===== config.mk =====
export PLATFORM = sky130hd
export DESIGN_NAME = ppi_port_top
export DESIGN_NICKNAME = d
export VERILOG_FILES = /design/src/ppi_pkg.sv /design/src/ppi_gpio_bit.sv /design/src/ppi_clk_div.sv /design/src/ppi_port_top.sv
export SDC_FILE = /design/constraint.sdc
export NUM_CORES = 1
export LEC_CHECK = 0
export BUFFER_PORTS_ARGS = -buffer_cell sky130_fd_sc_hd__clkbuf_2
export CORE_ASPECT_RATIO = 2
export CORE_MARGIN = 5
export CORE_UTILIZATION = 31
export DETAILED_ROUTE_END_ITERATION = 7
export GPL_TIMING_DRIVEN = 1
export SLEW_MARGIN = 15
export SYNTH_ARGS = -nofsm -noshare
export SYNTH_HDL_FRONTEND = slang
export SYNTH_HIERARCHICAL = 1
export SYNTH_SLANG_ARGS = --single-unit

===== constraint.sdc =====
create_clock -name ref_clk_i -period 4.75 [get_ports ref_clk_i]
set_input_delay 0.7125 -clock ref_clk_i [delete_from_list [all_inputs] [get_ports ref_clk_i]]
set_output_delay 0.7125 -clock ref_clk_i [all_outputs]
set_load 0.005 [all_outputs]

===== src/ppi_pkg.sv =====
// Package with register map, field layout, reset values and mode codes of the port block.
package ppi_pkg;
  localparam int unsigned ADDR_W = 4;
  localparam logic [3:0] OFS_A_DATA = 4'h0;
  localparam logic [3:0] OFS_B_DATA = 4'h1;
  localparam logic [3:0] OFS_A_DIR = 4'h2;
  localparam logic [3:0] OFS_B_DIR = 4'h3;
  localparam logic [3:0] OFS_E_DATA = 4'h4;
  localparam logic [3:0] OFS_E_DIR = 4'h5;
  localparam logic [3:0] OFS_J_DRIVE = 4'h6;
  localparam logic [3:0] OFS_J_PULL = 4'h7;
  localparam logic [3:0] OFS_J_DATA = 4'h8;
  localparam logic [3:0] OFS_J_DIR = 4'h9;
  localparam logic [3:0] OFS_CTRL = 4'hA;
  localparam logic [3:0] OFS_STATUS = 4'hB;
  localparam logic [7:0] J_IMPL_MASK = 8'hF7;
  localparam logic [7:0] J_PULL_RESET = 8'hF7;
  localparam logic [7:0] ZERO8 = 8'h00;
  // Control register fields, control port pin numbers and the divider reset value.
  localparam int unsigned CTL_CORE_CLK_EN = 0;
  localparam int unsigned CTL_BUS_CLK_EN = 1;
  localparam int unsigned CTL_BUS_CLK_DIV = 2;
  localparam int unsigned CTL_IRQ_EN = 3;
  localparam int unsigned CTL_IRQ_EDGE = 4;
  localparam int unsigned CTL_E_ALT = 5;
  localparam int unsigned CTL_J_PULL_DOWN = 6;
  localparam int unsigned E_CORE_CLK_PIN = 7;
  localparam int unsigned E_BUS_CLK_PIN = 4;
  localparam int unsigned E_IRQ_PIN = 1;
  localparam int unsigned E_NMI_PIN = 0;
  localparam logic [7:0] DIV_RESET = 8'h01;
  typedef enum logic [2:0] {
    PPI_MODE_SINGLE = 3'b000,
    PPI_MODE_NORMAL_EXP = 3'b001,
    PPI_MODE_EMUL_SINGLE = 3'b010,
    PPI_MODE_EMUL_EXP = 3'b011,
    PPI_MODE_SPECIAL_TEST = 3'b100,
    PPI_MODE_SPECIAL_SINGLE = 3'b101
  } ppi_mode_t;
endpackage


===== src/ppi_gpio_bit.sv =====
// One general purpose pin: drive, enable and read-back selection.
`timescale 1ns/100ps
module ppi_gpio_bit (
  input wire logic data_i,
  input wire logic dir_i,
  input wire logic pin_in_i,
  input wire logic alt_en_i,
  input wire logic alt_val_i,
  output logic pin_out_o,
  output logic pin_oe_n_o,
  output logic read_o
);
  always_comb begin
    pin_out_o = alt_en_i ? alt_val_i : data_i;
    pin_oe_n_o = !(alt_en_i || dir_i);
    read_o = dir_i ? data_i : pin_in_i;
  end
endmodule


===== src/ppi_clk_div.sv =====
// Bus-rate clock output divider; a divide value of zero or one toggles the output on every rising reference clock edge.
`timescale 1ns/100ps
module ppi_clk_div (
  input wire logic ref_clk_i,
  input wire logic reset_i,
  input wire logic [7:0] div_i,
  output logic tick_o
);
  logic [7:0] cnt;
  logic [7:0] next_cnt;
  logic phase;
  logic next_phase;
  always_comb begin
    next_cnt = cnt + 8'h01;
    next_phase = phase;
    if (cnt + 8'h01 >= div_i) begin
      next_cnt = 8'h00;
      next_phase = !phase;
    end
  end
  always_ff @(posedge ref_clk_i or posedge reset_i) begin
    if (reset_i) begin
      cnt <= 8'h00;
      phase <= 1'b0;
    end else begin
      cnt <= next_cnt;
      phase <= next_phase;
    end
  end
  assign tick_o = phase;
endmodule


===== src/ppi_port_top.sv =====
// Port pin integration: address ports, drive-configurable port and control port.
`timescale 1ns/100ps
module ppi_port_top #(
  parameter int unsigned WIDTH = 8
) (
  input wire logic ref_clk_i,
  input wire logic reset_i,
  input wire logic [3:0] reg_addr_i,
  input wire logic [7:0] reg_wdata_i,
  input wire logic reg_wr_i,
  input wire logic reg_rd_i,
  output logic [7:0] reg_rdata_o,
  input wire logic [2:0] mode_ab_i,
  input wire logic background_debug_pin_i,
  input wire logic core_clk_i,
  input wire logic [15:0] ext_addr_i,
  input wire logic upper_data_select_i,
  input wire logic [7:0] ext_bus_rdata_i,
  output logic ext_dir_wr_o,
  output logic [7:0] ext_dir_wdata_o,
  input wire logic [5:0] bus_ctrl_i,
  input wire logic cpu_i_mask_i,
  input wire logic cpu_x_mask_i,
  output logic irq_req_o,
  output logic nmi_req_o,
  output logic mode_select_c_o,
  input wire logic [WIDTH-1:0] address_high_pins_i,
  output logic [WIDTH-1:0] address_high_pins_o,
  output logic [WIDTH-1:0] address_high_pins_oe_n_o,
  input wire logic [WIDTH-1:0] address_low_pins_i,
  output logic [WIDTH-1:0] address_low_pins_o,
  output logic [WIDTH-1:0] address_low_pins_oe_n_o,
  input wire logic [WIDTH-1:0] control_port_pins_i,
  output logic [WIDTH-1:0] control_port_pins_o,
  output logic [WIDTH-1:0] control_port_pins_oe_n_o,
  input wire logic [WIDTH-1:0] extra_port_pins_i,
  output logic [WIDTH-1:0] extra_port_pins_o,
  output logic [WIDTH-1:0] extra_port_pins_oe_n_o,
  output logic [WIDTH-1:0] reduced_drive_select_o,
  output logic [WIDTH-1:0] pull_device_enable_o,
  output logic [WIDTH-1:0] pull_up_select_o
);
  logic [7:0] a_data, b_data, a_dir, b_dir, e_data, e_dir, j_data, j_dir, j_drv, j_pull;
  logic [7:0] ctrl, div;
  logic [7:0] next_a_data, next_b_data, next_a_dir, next_b_dir, next_e_data, next_e_dir;
  logic [7:0] next_j_data, next_j_dir, next_j_drv, next_j_pull, next_ctrl, next_div;
  logic [2:0] mode, next_mode;
  logic mode_select_c, next_mode_select_c;
  logic in_reset, next_in_reset;
  logic [7:0] rdata, next_rdata;
  logic dir_fwd, next_dir_fwd;
  logic [7:0] dir_fwd_data, next_dir_fwd_data;
  logic irq_prev, next_irq_prev;
  logic expanded, emulation, test_mode;
  logic bus_tick;
  logic [7:0] a_rd, b_rd, e_rd, j_rd;
  logic [7:0] e_alt_en, e_alt_val, b_alt_val;
  localparam logic [7:0] OFS_DIV = 8'h0C;

  // Mode strap is captured on the first clock edge after reset falls by a clocked process, not by the reset itself.
  always_comb begin
    next_in_reset = 1'b0;
    next_mode = mode;
    next_mode_select_c = mode_select_c;
    if (in_reset) begin
      next_mode = {background_debug_pin_i, mode_ab_i[1:0]};
      next_mode_select_c = background_debug_pin_i;
    end
  end

  always_ff @(posedge ref_clk_i or posedge reset_i) begin
    if (reset_i) begin
      in_reset <= 1'b1;
      mode <= 3'h0;
      mode_select_c <= 1'b0;
    end else begin
      in_reset <= next_in_reset;
      mode <= next_mode;
      mode_select_c <= next_mode_select_c;
    end
  end

  always_comb begin
    expanded = (mode == ppi_pkg::PPI_MODE_NORMAL_EXP) || (mode == ppi_pkg::PPI_MODE_EMUL_EXP)
        || (mode == ppi_pkg::PPI_MODE_SPECIAL_TEST);
    emulation = (mode == ppi_pkg::PPI_MODE_EMUL_SINGLE) || (mode == ppi_pkg::PPI_MODE_EMUL_EXP);
    test_mode = (mode == ppi_pkg::PPI_MODE_SPECIAL_TEST);
  end

  // Register writes.
  always_comb begin
    next_a_data = a_data;
    next_b_data = b_data;
    next_a_dir = a_dir;
    next_b_dir = b_dir;
    next_e_data = e_data;
    next_e_dir = e_dir;
    next_j_data = j_data;
    next_j_dir = j_dir;
    next_j_drv = j_drv;
    next_j_pull = j_pull;
    next_ctrl = ctrl;
    next_div = div;
    next_dir_fwd = 1'b0;
    next_dir_fwd_data = dir_fwd_data;
    if (reg_wr_i) begin
      unique case (reg_addr_i)
        ppi_pkg::OFS_A_DATA: next_a_data = reg_wdata_i;
        ppi_pkg::OFS_B_DATA: next_b_data = reg_wdata_i;
        ppi_pkg::OFS_A_DIR: begin
          next_a_dir = reg_wdata_i;
          if (emulation) begin
            next_dir_fwd = 1'b1;
            next_dir_fwd_data = reg_wdata_i;
          end
        end
        ppi_pkg::OFS_B_DIR: next_b_dir = reg_wdata_i;
        ppi_pkg::OFS_E_DATA: next_e_data = reg_wdata_i;
        ppi_pkg::OFS_E_DIR: next_e_dir = reg_wdata_i;
        ppi_pkg::OFS_J_DRIVE: next_j_drv = reg_wdata_i & ppi_pkg::J_IMPL_MASK;
        ppi_pkg::OFS_J_PULL: next_j_pull = reg_wdata_i & ppi_pkg::J_IMPL_MASK;
        ppi_pkg::OFS_J_DATA: next_j_data = reg_wdata_i;
        ppi_pkg::OFS_J_DIR: next_j_dir = reg_wdata_i;
        ppi_pkg::OFS_CTRL: next_ctrl = reg_wdata_i;
        OFS_DIV[3:0]: next_div = reg_wdata_i;
        default: ;
      endcase
    end
  end

  always_ff @(posedge ref_clk_i or posedge reset_i) begin
    if (reset_i) begin
      a_data <= ppi_pkg::ZERO8;
      b_data <= ppi_pkg::ZERO8;
      a_dir <= ppi_pkg::ZERO8;
      b_dir <= ppi_pkg::ZERO8;
      e_data <= ppi_pkg::ZERO8;
      e_dir <= ppi_pkg::ZERO8;
      j_data <= ppi_pkg::ZERO8;
      j_dir <= ppi_pkg::ZERO8;
      j_drv <= ppi_pkg::ZERO8;
      j_pull <= ppi_pkg::J_PULL_RESET;
      ctrl <= ppi_pkg::ZERO8;
      div <= ppi_pkg::DIV_RESET;
      dir_fwd <= 1'b0;
      dir_fwd_data <= ppi_pkg::ZERO8;
    end else begin
      a_data <= next_a_data;
      b_data <= next_b_data;
      a_dir <= next_a_dir;
      b_dir <= next_b_dir;
      e_data <= next_e_data;
      e_dir <= next_e_dir;
      j_data <= next_j_data;
      j_dir <= next_j_dir;
      j_drv <= next_j_drv;
      j_pull <= next_j_pull;
      ctrl <= next_ctrl;
      div <= next_div;
      dir_fwd <= next_dir_fwd;
      dir_fwd_data <= next_dir_fwd_data;
    end
  end

  ppi_clk_div u_div (
    .ref_clk_i(ref_clk_i),
    .reset_i(reset_i),
    .div_i(div),
    .tick_o(bus_tick)
  );

  // Alternate functions of the control port and of low address bit 0.
  always_comb begin
    b_alt_val = ext_addr_i[7:0];
    if (!emulation && !test_mode) begin
      b_alt_val[0] = upper_data_select_i;
    end
    e_alt_en = ppi_pkg::ZERO8;
    e_alt_val = ppi_pkg::ZERO8;
    e_alt_en[ppi_pkg::E_CORE_CLK_PIN] = ctrl[ppi_pkg::CTL_CORE_CLK_EN] || emulation;
    e_alt_val[ppi_pkg::E_CORE_CLK_PIN] = core_clk_i;
    e_alt_en[ppi_pkg::E_BUS_CLK_PIN] = ctrl[ppi_pkg::CTL_BUS_CLK_EN] || emulation;
    e_alt_val[ppi_pkg::E_BUS_CLK_PIN] = ctrl[ppi_pkg::CTL_BUS_CLK_DIV] ? bus_tick
        : ref_clk_i;
    if (ctrl[ppi_pkg::CTL_E_ALT] || expanded) begin
      e_alt_en[6:5] = 2'h3;
      e_alt_val[6:5] = bus_ctrl_i[4:3];
      e_alt_en[3:2] = 2'h3;
      e_alt_val[3:2] = bus_ctrl_i[1:0];
    end
  end

  // Per-pin multiplexing for the four ports.
  genvar g;
  generate
    for (g = 0; g < WIDTH; g++) begin : g_pin
      logic e_gpio_dir;
      assign e_gpio_dir = (g > ppi_pkg::E_IRQ_PIN) ? e_dir[g] : 1'b0;
      ppi_gpio_bit u_a (
        .data_i(a_data[g]),
        .dir_i(a_dir[g]),
        .pin_in_i(address_high_pins_i[g]),
        .alt_en_i(expanded),
        .alt_val_i(ext_addr_i[8 + g]),
        .pin_out_o(address_high_pins_o[g]),
        .pin_oe_n_o(address_high_pins_oe_n_o[g]),
        .read_o(a_rd[g])
      );
      ppi_gpio_bit u_b (
        .data_i(b_data[g]),
        .dir_i(b_dir[g]),
        .pin_in_i(address_low_pins_i[g]),
        .alt_en_i(expanded),
        .alt_val_i(b_alt_val[g]),
        .pin_out_o(address_low_pins_o[g]),
        .pin_oe_n_o(address_low_pins_oe_n_o[g]),
        .read_o(b_rd[g])
      );
      // Pins 1 and 0 of the control port are input only.
      ppi_gpio_bit u_e (
        .data_i(e_data[g]),
        .dir_i(e_gpio_dir),
        .pin_in_i(control_port_pins_i[g]),
        .alt_en_i(e_alt_en[g]),
        .alt_val_i(e_alt_val[g]),
        .pin_out_o(control_port_pins_o[g]),
        .pin_oe_n_o(control_port_pins_oe_n_o[g]),
        .read_o(e_rd[g])
      );
      ppi_gpio_bit u_j (
        .data_i(j_data[g]),
        .dir_i(j_dir[g]),
        .pin_in_i(extra_port_pins_i[g]),
        .alt_en_i(1'b0),
        .alt_val_i(1'b0),
        .pin_out_o(extra_port_pins_o[g]),
        .pin_oe_n_o(extra_port_pins_oe_n_o[g]),
        .read_o(j_rd[g])
      );
      // Push-pull outputs ignore the pull bit; inputs ignore reduced drive.
      assign reduced_drive_select_o[g] = j_drv[g] && j_dir[g];
      assign pull_device_enable_o[g] = j_pull[g] && !j_dir[g];
      assign pull_up_select_o[g] = !ctrl[ppi_pkg::CTL_J_PULL_DOWN];
    end
  endgenerate

  // Interrupt qualification; the edge detector sees pin level of the previous cycle.
  always_comb begin
    next_irq_prev = control_port_pins_i[ppi_pkg::E_IRQ_PIN];
  end

  always_ff @(posedge ref_clk_i or posedge reset_i) begin
    if (reset_i) begin
      irq_prev <= 1'b1;
    end else begin
      irq_prev <= next_irq_prev;
    end
  end

  always_comb begin
    irq_req_o = 1'b0;
    if (ctrl[ppi_pkg::CTL_IRQ_EN] && !cpu_i_mask_i) begin
      irq_req_o = ctrl[ppi_pkg::CTL_IRQ_EDGE]
          ? (irq_prev && !control_port_pins_i[ppi_pkg::E_IRQ_PIN])
          : !control_port_pins_i[ppi_pkg::E_IRQ_PIN];
    end
    nmi_req_o = !cpu_x_mask_i && !control_port_pins_i[ppi_pkg::E_NMI_PIN];
  end

  // Read path, data valid in the cycle after the strobe.
  always_comb begin
    next_rdata = ppi_pkg::ZERO8;
    if (reg_rd_i) begin
      unique case (reg_addr_i)
        ppi_pkg::OFS_A_DATA: next_rdata = a_rd;
        ppi_pkg::OFS_B_DATA: next_rdata = b_rd;
        ppi_pkg::OFS_A_DIR: next_rdata = emulation ? ext_bus_rdata_i : a_dir;
        ppi_pkg::OFS_B_DIR: next_rdata = b_dir;
        ppi_pkg::OFS_E_DATA: next_rdata = e_rd;
        ppi_pkg::OFS_E_DIR: next_rdata = e_dir;
        ppi_pkg::OFS_J_DRIVE: next_rdata = j_drv;
        ppi_pkg::OFS_J_PULL: next_rdata = j_pull;
        ppi_pkg::OFS_J_DATA: next_rdata = j_rd;
        ppi_pkg::OFS_J_DIR: next_rdata = j_dir;
        ppi_pkg::OFS_CTRL: next_rdata = ctrl;
        ppi_pkg::OFS_STATUS: next_rdata = {4'h0, mode_select_c, mode};
        OFS_DIV[3:0]: next_rdata = div;
        default: next_rdata = ppi_pkg::ZERO8;
      endcase
    end
  end

  always_ff @(posedge ref_clk_i or posedge reset_i) begin
    if (reset_i) begin
      rdata <= ppi_pkg::ZERO8;
    end else begin
      rdata <= next_rdata;
    end
  end

  assign reg_rdata_o = rdata;
  assign ext_dir_wr_o = dir_fwd;
  assign ext_dir_wdata_o = dir_fwd_data;
  assign mode_select_c_o = mode_select_c;
endmodule


==> results of run 1 <==
state kept, by name, summed over array words and instances (netlist names):
name,flops
mode,3
u_div/cnt,8
e_dir,8
a_dir,8
j_drv,7
div,8
irq_prev,1
in_reset,1
j_dir,8
j_data,8
ext_dir_wr_o,1
e_data,8
b_dir,8
ctrl,8
j_pull,7
b_data,8
reg_rdata_o,8
u_div/tick_o,1
a_data,8
ext_dir_wdata_o,8
cell usage in the layout, fill, tap and decap left out, drive strengths merged, types with 4 or more instances in the layout:
| cell type | count |
|---|---|
| clkbuf | 207 |
| mux2 | 180 |
| dfrtp | 115 |
| nor2 | 45 |
| conb | 37 |
| nor2b | 24 |
| inv | 19 |
| a22o | 18 |
| nand3 | 13 |
| a31oi | 11 |
| nand2 | 11 |
| mux2i | 10 |
| dfstp | 10 |
| and2 | 10 |
| ha | 9 |
| nand2b | 8 |
| a21oi | 8 |
| a222oi | 7 |
| and2b | 7 |
| clkinv | 7 |
| nor3 | 6 |
| or2 | 5 |
| a32oi | 5 |
| bufinv | 5 |
| o21ai | 5 |
| buf | 4 |
| xor2 | 4 |
synth_stat cells (all sizes together), types with 3 or more instances:
library cell  number  share of area
nor2              45          0.025
nand2b             8         0.0070
xor2               4         0.0049
nor2b             24          0.021
a21oi              8         0.0056
nand2             11         0.0062
dfrtp            115           0.40
ha                 9          0.016
inv               18         0.0095
mux2             180           0.29
clkbuf            14         0.0074
and2              10         0.0088
buf               23          0.020
mux2i             10          0.014
nor3               6         0.0072
xnor2              3         0.0037
dfstp             10          0.037
a32oi              5         0.0062
a222oi             7         0.0099
o21ai              5         0.0035
a22o              18          0.022
a221o              3         0.0042
or2                5         0.0044
a31oi             11         0.0097
a32o               3         0.0042
and2b              7         0.0085
nand3             13         0.0092
per-layer routing:
metal  global-route usage  wire, um  up-vias
met5                    0         0        -
met4                0.126      1640        0
met3               0.0333       942       69
met2                0.363     14200      195
met1                0.186      8190     2835
li1                     -         -     2566
how the worst max path moves through the flow:
stage | end | slack (ps) | start
final | control_port_pins_o[4] | 720 | ref_clk_i
after detailed placement | control_port_pins_o[4] | 1040 | ref_clk_i
after global placement | control_port_pins_o[4] | 1040 | ref_clk_i
after CTS | control_port_pins_o[4] | 700 | ref_clk_i
after floorplan | control_port_pins_o[2] | 510 | mode[2]
after global routing | control_port_pins_o[4] | 690 | ref_clk_i
final cells by class:
type,count,area [sq um]
inverters,18,70.1
repair buffers,189,956
clock inverters,14,216
flip-flops and latches,125,3140
clock buffers,22,519
well taps,280,350
fillers,2256,13500
diodes,1,2.50
multi-input cells,455,3850
cells by family after synthesis:
family                   share of synthesized area
AO/OA/AOI/OAI                               0.0808
XOR/XNOR                                   0.00863
adder cells (fa/ha/maj)                     0.0158
buffers and inverters                       0.0373
flip-flops                                   0.442
multiplexers                                 0.304
other                                     0.000528
AND/OR/NAND/NOR                              0.111
worst register-to-register path, delay by kind of cell, from the launching register on:
kind | cells | cell delay, ps
and+or+nand+nor | 2 | 320
xor gates and xnor gates | 1 | 170
adders and majority gates | 2 | 570
DFF | 1 | 420
AOI/OAI and AO/OA | 3 | 710
per-stage QoR:
step,instance area [sq um],power (mW)
after detailed placement,8370,2.72
final,9100,4.27
after global placement,8370,2.69
after floorplan,7240,2.23
after CTS,9100,4.31
after global routing,9100,4.47
power breakdown:
| group | switching, mW | total [mW] | internal [mW] |
|---|---|---|---|
| Sequential | 0.253 | 1.57 | 1.32 |
| Combinational | 0.533 | 1.11 | 0.572 |
| Clock | 0.526 | 1.59 | 1.07 |
| Total | 1.31 | 4.27 | 2.95 |
==> results_dict.tcl, run 1 <==
set metrics [dict create \
    syn_to_final_growth_pct 28.1 \
    crit_type "clock port to output pin" \
    cp.depth 5 \
    skew_ps 7.38 \
    yosysSeqAreaShare 0.442 \
    die_x_um 117 \
    reg2reg_depth 8 \
    async_reset_ff_frac 1.00 \
    tns_ps 0 \
    slowest_delay_ps 320 \
    rr_endpoint "u_div/cnt[2]" \
    post-place-cells 1068 \
    holdCritPathClass "primary input to async pin" \
    ant_nets 0 \
    slew_viol_final 0 \
    syn_area_sq_um 7110 \
    io_pins 194 \
    fp-row-count 78 \
    cp-start-kind "clock port" \
    drt_iter0_drc 321 \
    dp_worst_setup_slack_ps 1040 \
    critPathBufInv 3 \
    r2r_slack_ps 2460 \
    syn_area_per_cell_sq_um 11.9 \
    clock_latency_ps 540 \
    grt_max_degree 48 \
    worst_hold_slack_ps 156 \
    r2r-start "u_div/cnt[0]" \
    io_buffers 186 \
    nNetsFinal 905 \
    ys_warn_count 6 \
    cts_tree "built" \
    worstSetupEndpointType "output pin" \
    dp_hpwl_um 19500 \
    ys_types 56 \
    arrival_ps 3320 \
    setup_viol 0 \
    grt_usage 0.194 \
    cp_cell_sequence "clkbuf_16, clkbuf_16, mux2_2, mux2_1, clkbuf_2" \
    initial_core_util 0.314 \
    grt_pass1_wl_um 36900 \
    timing.final.ws_setup_ps 719 \
    core_area_sq_um 22600 \
    clk_pin_slew_worst_paths_ps 60 \
    hold_violations 0 \
    synthCells 599 \
    die_h_um 224 \
    fin_cells 1104 \
    cpLargestDelayFamily "multiplexers" \
    synth_edf_count 0 \
    slew_headroom 0.226 \
    worstPathRequired_ps 4040 \
    worst-path-max-fanout 2 \
    ys_ff_latch 125 \
    cts_setup_buffers 0 \
    gr-total-overflow 0 \
    p_per_area_nw_per_um2 469 \
    status "completed" \
    drive_above_1_share 0.461 \
    grt_pass1_vias 5965 \
    vias_per_cell 5.13 \
    wl_um 25000 \
    rsz0062_at_grt "no" \
    final_util 0.402 \
    crit_slowest_cell "mux2_1" \
    drt-pass1-iter-count 6 \
    avgRoutedWirePerCell_um 22.6 \
    irDropWorstVdd_v 0.000250 \
    die_area_sq_um 26200 \
    routabilityCongestion 0.876 \
    cap_violations 0 \
    p_leak_nw 4.35 \
    cts_resized 0 \
    synthFlopType "dfrtp_1" \
    tightest_slew_ps 1150 \
    grt_antenna_before_repair 1 \
    crit_top_cell "clkbuf_16" \
    drc 0 \
    vias 5665 \
    cts_hold_buf 0 \
]
No activity file was read; power rests on OpenSTA's default activity.
==> run 2, diff against run 1 <==
--- a/config.mk
+++ b/config.mk
@@ -5,6 +5,7 @@
 export SDC_FILE = /design/constraint.sdc
 export NUM_CORES = 1
 export LEC_CHECK = 0
+export ABC_AREA = 1
 export BUFFER_PORTS_ARGS = -buffer_cell sky130_fd_sc_hd__clkbuf_2
 export CORE_ASPECT_RATIO = 2
 export CORE_MARGIN = 5
==> constraint.sdc (replaced) <==
create_clock -name ref_clk_i -period 3.7 [get_ports ref_clk_i]
set_input_delay 0.555 -clock ref_clk_i [delete_from_list [all_inputs] [get_ports ref_clk_i]]
set_output_delay 0.555 -clock ref_clk_i [all_outputs]
set_load 0.005 [all_outputs]
==> run 2 against run 1 <==
Against the previous run: utilization is 0.47 points lower; critical path depth rose by 1; clock power rose by 15%; first-iteration DRC count rose by 34%; sequential cell count unchanged; clock-buffer cell count up 1; die area up 1.8%; design area up 0.96%; area after synthesis is 1.9% higher; clock skew up 0.63 ps; sequential power is 25% higher; worst hold slack worse by 150 ps; critical path type unchanged; critical endpoint unchanged; largest cell class unchanged; largest power group is now registers.
==> results_dict.tcl, run 2 <==
set metrics [dict create \
    ys_ff_latch 125 \
    cts_setup_buffers 0 \
    timing.final.ws_setup_ps 594 \
    reg2reg_depth 11 \
    slew_headroom 0.532 \
    vias_per_cell 4.58 \
    cts_resized 0 \
    holdCritPathClass "primary input to async pin" \
    slew_viol_final 0 \
    yosysSeqAreaShare 0.434 \
    syn_area_sq_um 7240 \
    final-seq-area_sq_um 3140 \
    r2r_slack_ps 1580 \
    drive_above_1_share 0.199 \
    avgRoutedWirePerCell_um 16.4 \
    die_h_um 226 \
    grt_pass1_vias 7169 \
    clock_latency_ps 540 \
    vias 7271 \
    synth_most_common_cell "nand2_1" \
    drc 0 \
    gr-total-overflow 0 \
    syn_area_per_cell_sq_um 6.76 \
    die_x_um 118 \
    ys_warn_count 6 \
    ant_nets 0 \
    worstSetupEndpointType "output pin" \
    io_pins 194 \
    placed_area_sq_um 8540 \
    post-place-cells 1551 \
    drt_iter0_drc 431 \
    p_per_area_nw_per_um2 546 \
    switching_share 0.346 \
    fin_cells 1587 \
    hold_violations 0 \
    yosysTopAreaCell "dfrtp_1" \
    clockPowerShare 0.364 \
    cp-start-kind "clock port" \
    nNetsFinal 1385 \
    rsz0062_at_grt "no" \
    ys_types 31 \
    critPathBufInv 3 \
    dp_worst_setup_slack_ps 865 \
    synth_area_leaders "dfrtp_1 40%, nand2_1 22%, inv_1 7.3%" \
    final_area_sq_um 9190 \
    core_area_sq_um 23100 \
    ys_top_cells_by_count "424 x nand2_1, 140 x inv_1, 115 x dfrtp_1" \
    dp_hpwl_um 20300 \
    syn_to_final_growth_pct 26.9 \
    drt-pass1-iter-count 5 \
    cp.depth 6 \
    grt_max_degree 71 \
    power_mw 5.02 \
    power_frac_comb 0.245 \
    grt_antenna_before_repair 1 \
    crit_slowest_cell "mux2_2" \
    final_common_cell "nand2_1" \
    tns_ps 0 \
    arrival_ps 2550 \
    wl_um 26000 \
    worstPathRequired_ps 3140 \
    fp-row-count 79 \
    setup_viol 0 \
    cap_violations 0 \
    grt_pass1_wl_um 39400 \
    final_cell_mix "424 x nand2_1, 186 x clkbuf_2, 139 x inv_1, 115 x dfrtp_1" \
    cpLargestDelayFamily "buffers and inverters" \
    p_leak_nw 5.32 \
    power_frac_seq 0.391 \
    io_buffers 186 \
    multi_input_area_sq_um 3500 \
    slowest_delay_ps 250 \
    grt_usage 0.193 \
    status "completed" \
    clk_pin_slew_worst_paths_ps 60 \
    synthFlopType "dfrtp_1" \
    cts_tree "built" \
    initial_core_util 0.313 \
    routabilityCongestion 0.960 \
    tightest_slew_ps 700 \
    crit_type "clock port to output pin" \
    skew_ps 8.01 \
    p_sw_mw 1.74 \
    cts_hold_buf 0 \
    synthCells 1071 \
    cp_cell_sequence "clkbuf_16, clkbuf_16, mux2_2, nand2_1, nand2_1, clkbuf_2" \
    die_area_sq_um 26700 \
    internal-power_mw 3.29 \
    synth.top_cell.area_share 0.397 \
    fill_cells 2521 \
    synth_edf_count 0 \
    worst-path-max-fanout 2 \
    irDropWorstVdd_v 0.000273 \
    async_reset_ff_frac 1.00 \
]
==> run 2: cell types whose count changed in the layout (fill, tap and decap cells not counted), sizes merged, moves of 10 or more <==
cell / change
nand2: +416
nor2b: -24
a22o: -18
conb: +12
nand3: +71
o21ai: +101
inv: +125
mux2: -179
nor2: +63
a31oi: -10
mux2i: -10
and2: -10
==> run 2: stage by stage <==
step	hold slack (ps)	util
5_1_grt	36.2	0.397
6_report	9.00	0.397
4_1_cts	11.0	0.397
3_5_place_dp	473	0.369
2_1_floorplan	383	-
3_3_place_gp	468	0.369
==> run 2: power by group through the flow <==
stage	Combinational, mW	Clock [mW]	Sequential [mW]
global placement	1.21	0.0214	1.98
global route	1.43	1.91	2.00
CTS	1.25	1.86	1.96
finish	1.23	1.83	1.96
detailed placement	1.24	0.0214	1.98
floorplan	0.802	0.0164	1.87
==> run 2: cell families (layout without fill, tap and decap cells) <==
logic type / count (synthesis) / in the layout / synth area share
compound gates: 119 / 119 / 0.0852
xor+xnor: 4 / 4 / 0.00484
fa+ha+maj: 9 / 9 / 0.0156
buf+inv: 188 / 372 / 0.109
flops: 125 / 125 / 0.434
mux: 1 / 1 / 0.00156
other cells: 1 / 50 / 0.000518
simple gates: 624 / 624 / 0.349
==> run 2: cell type report <==
type,instances,area share
Antenna cell,1,0.000272
Clock buffer,23,0.0558
Clock inverter,13,0.0155
Inverter,143,0.0587
Multi-Input combinational cell,806,0.381
Sequential cell,125,0.342
Tap cell,283,0.0385
Timing Repair Buffer,193,0.109
==> run 2: final timing paths <==
path | start | endpoint
worst min-delay path | reset_i | u_div/tick_o
min in group ref_clk_i | control_port_pins_i[1] | irq_prev
max in group asynchronous | reset_i | j_pull[2]
worst max register to register | u_div/cnt[0] | u_div/tick_o
worst min register to register | ext_dir_wdata_o[7] | ext_dir_wdata_o[7]
worst max-delay path | ref_clk_i | control_port_pins_o[4]
==> run 2: layer usage <==
| layer | track usage | part of all wire |
|---|---|---|
| met1 | 0.197 | 0.35 |
| met4 | 0.129 | 0.066 |
| met2 | 0.355 | 0.54 |
| met5 | 0 | 0 |
| met3 | 0.0328 | 0.044 |
==> run 2: worst reg2reg max path: stages, from the launching register on <==
cell and delay, ps:
dfrtp_1 410, ha_1 220, nand3_2 110, nand3b_1 190, xor2_1 210, inv_1 70
ha_1 270, nand2_1 60, o21a_1 210, nand2_2 180, nand2_1 70, nand2_1 60
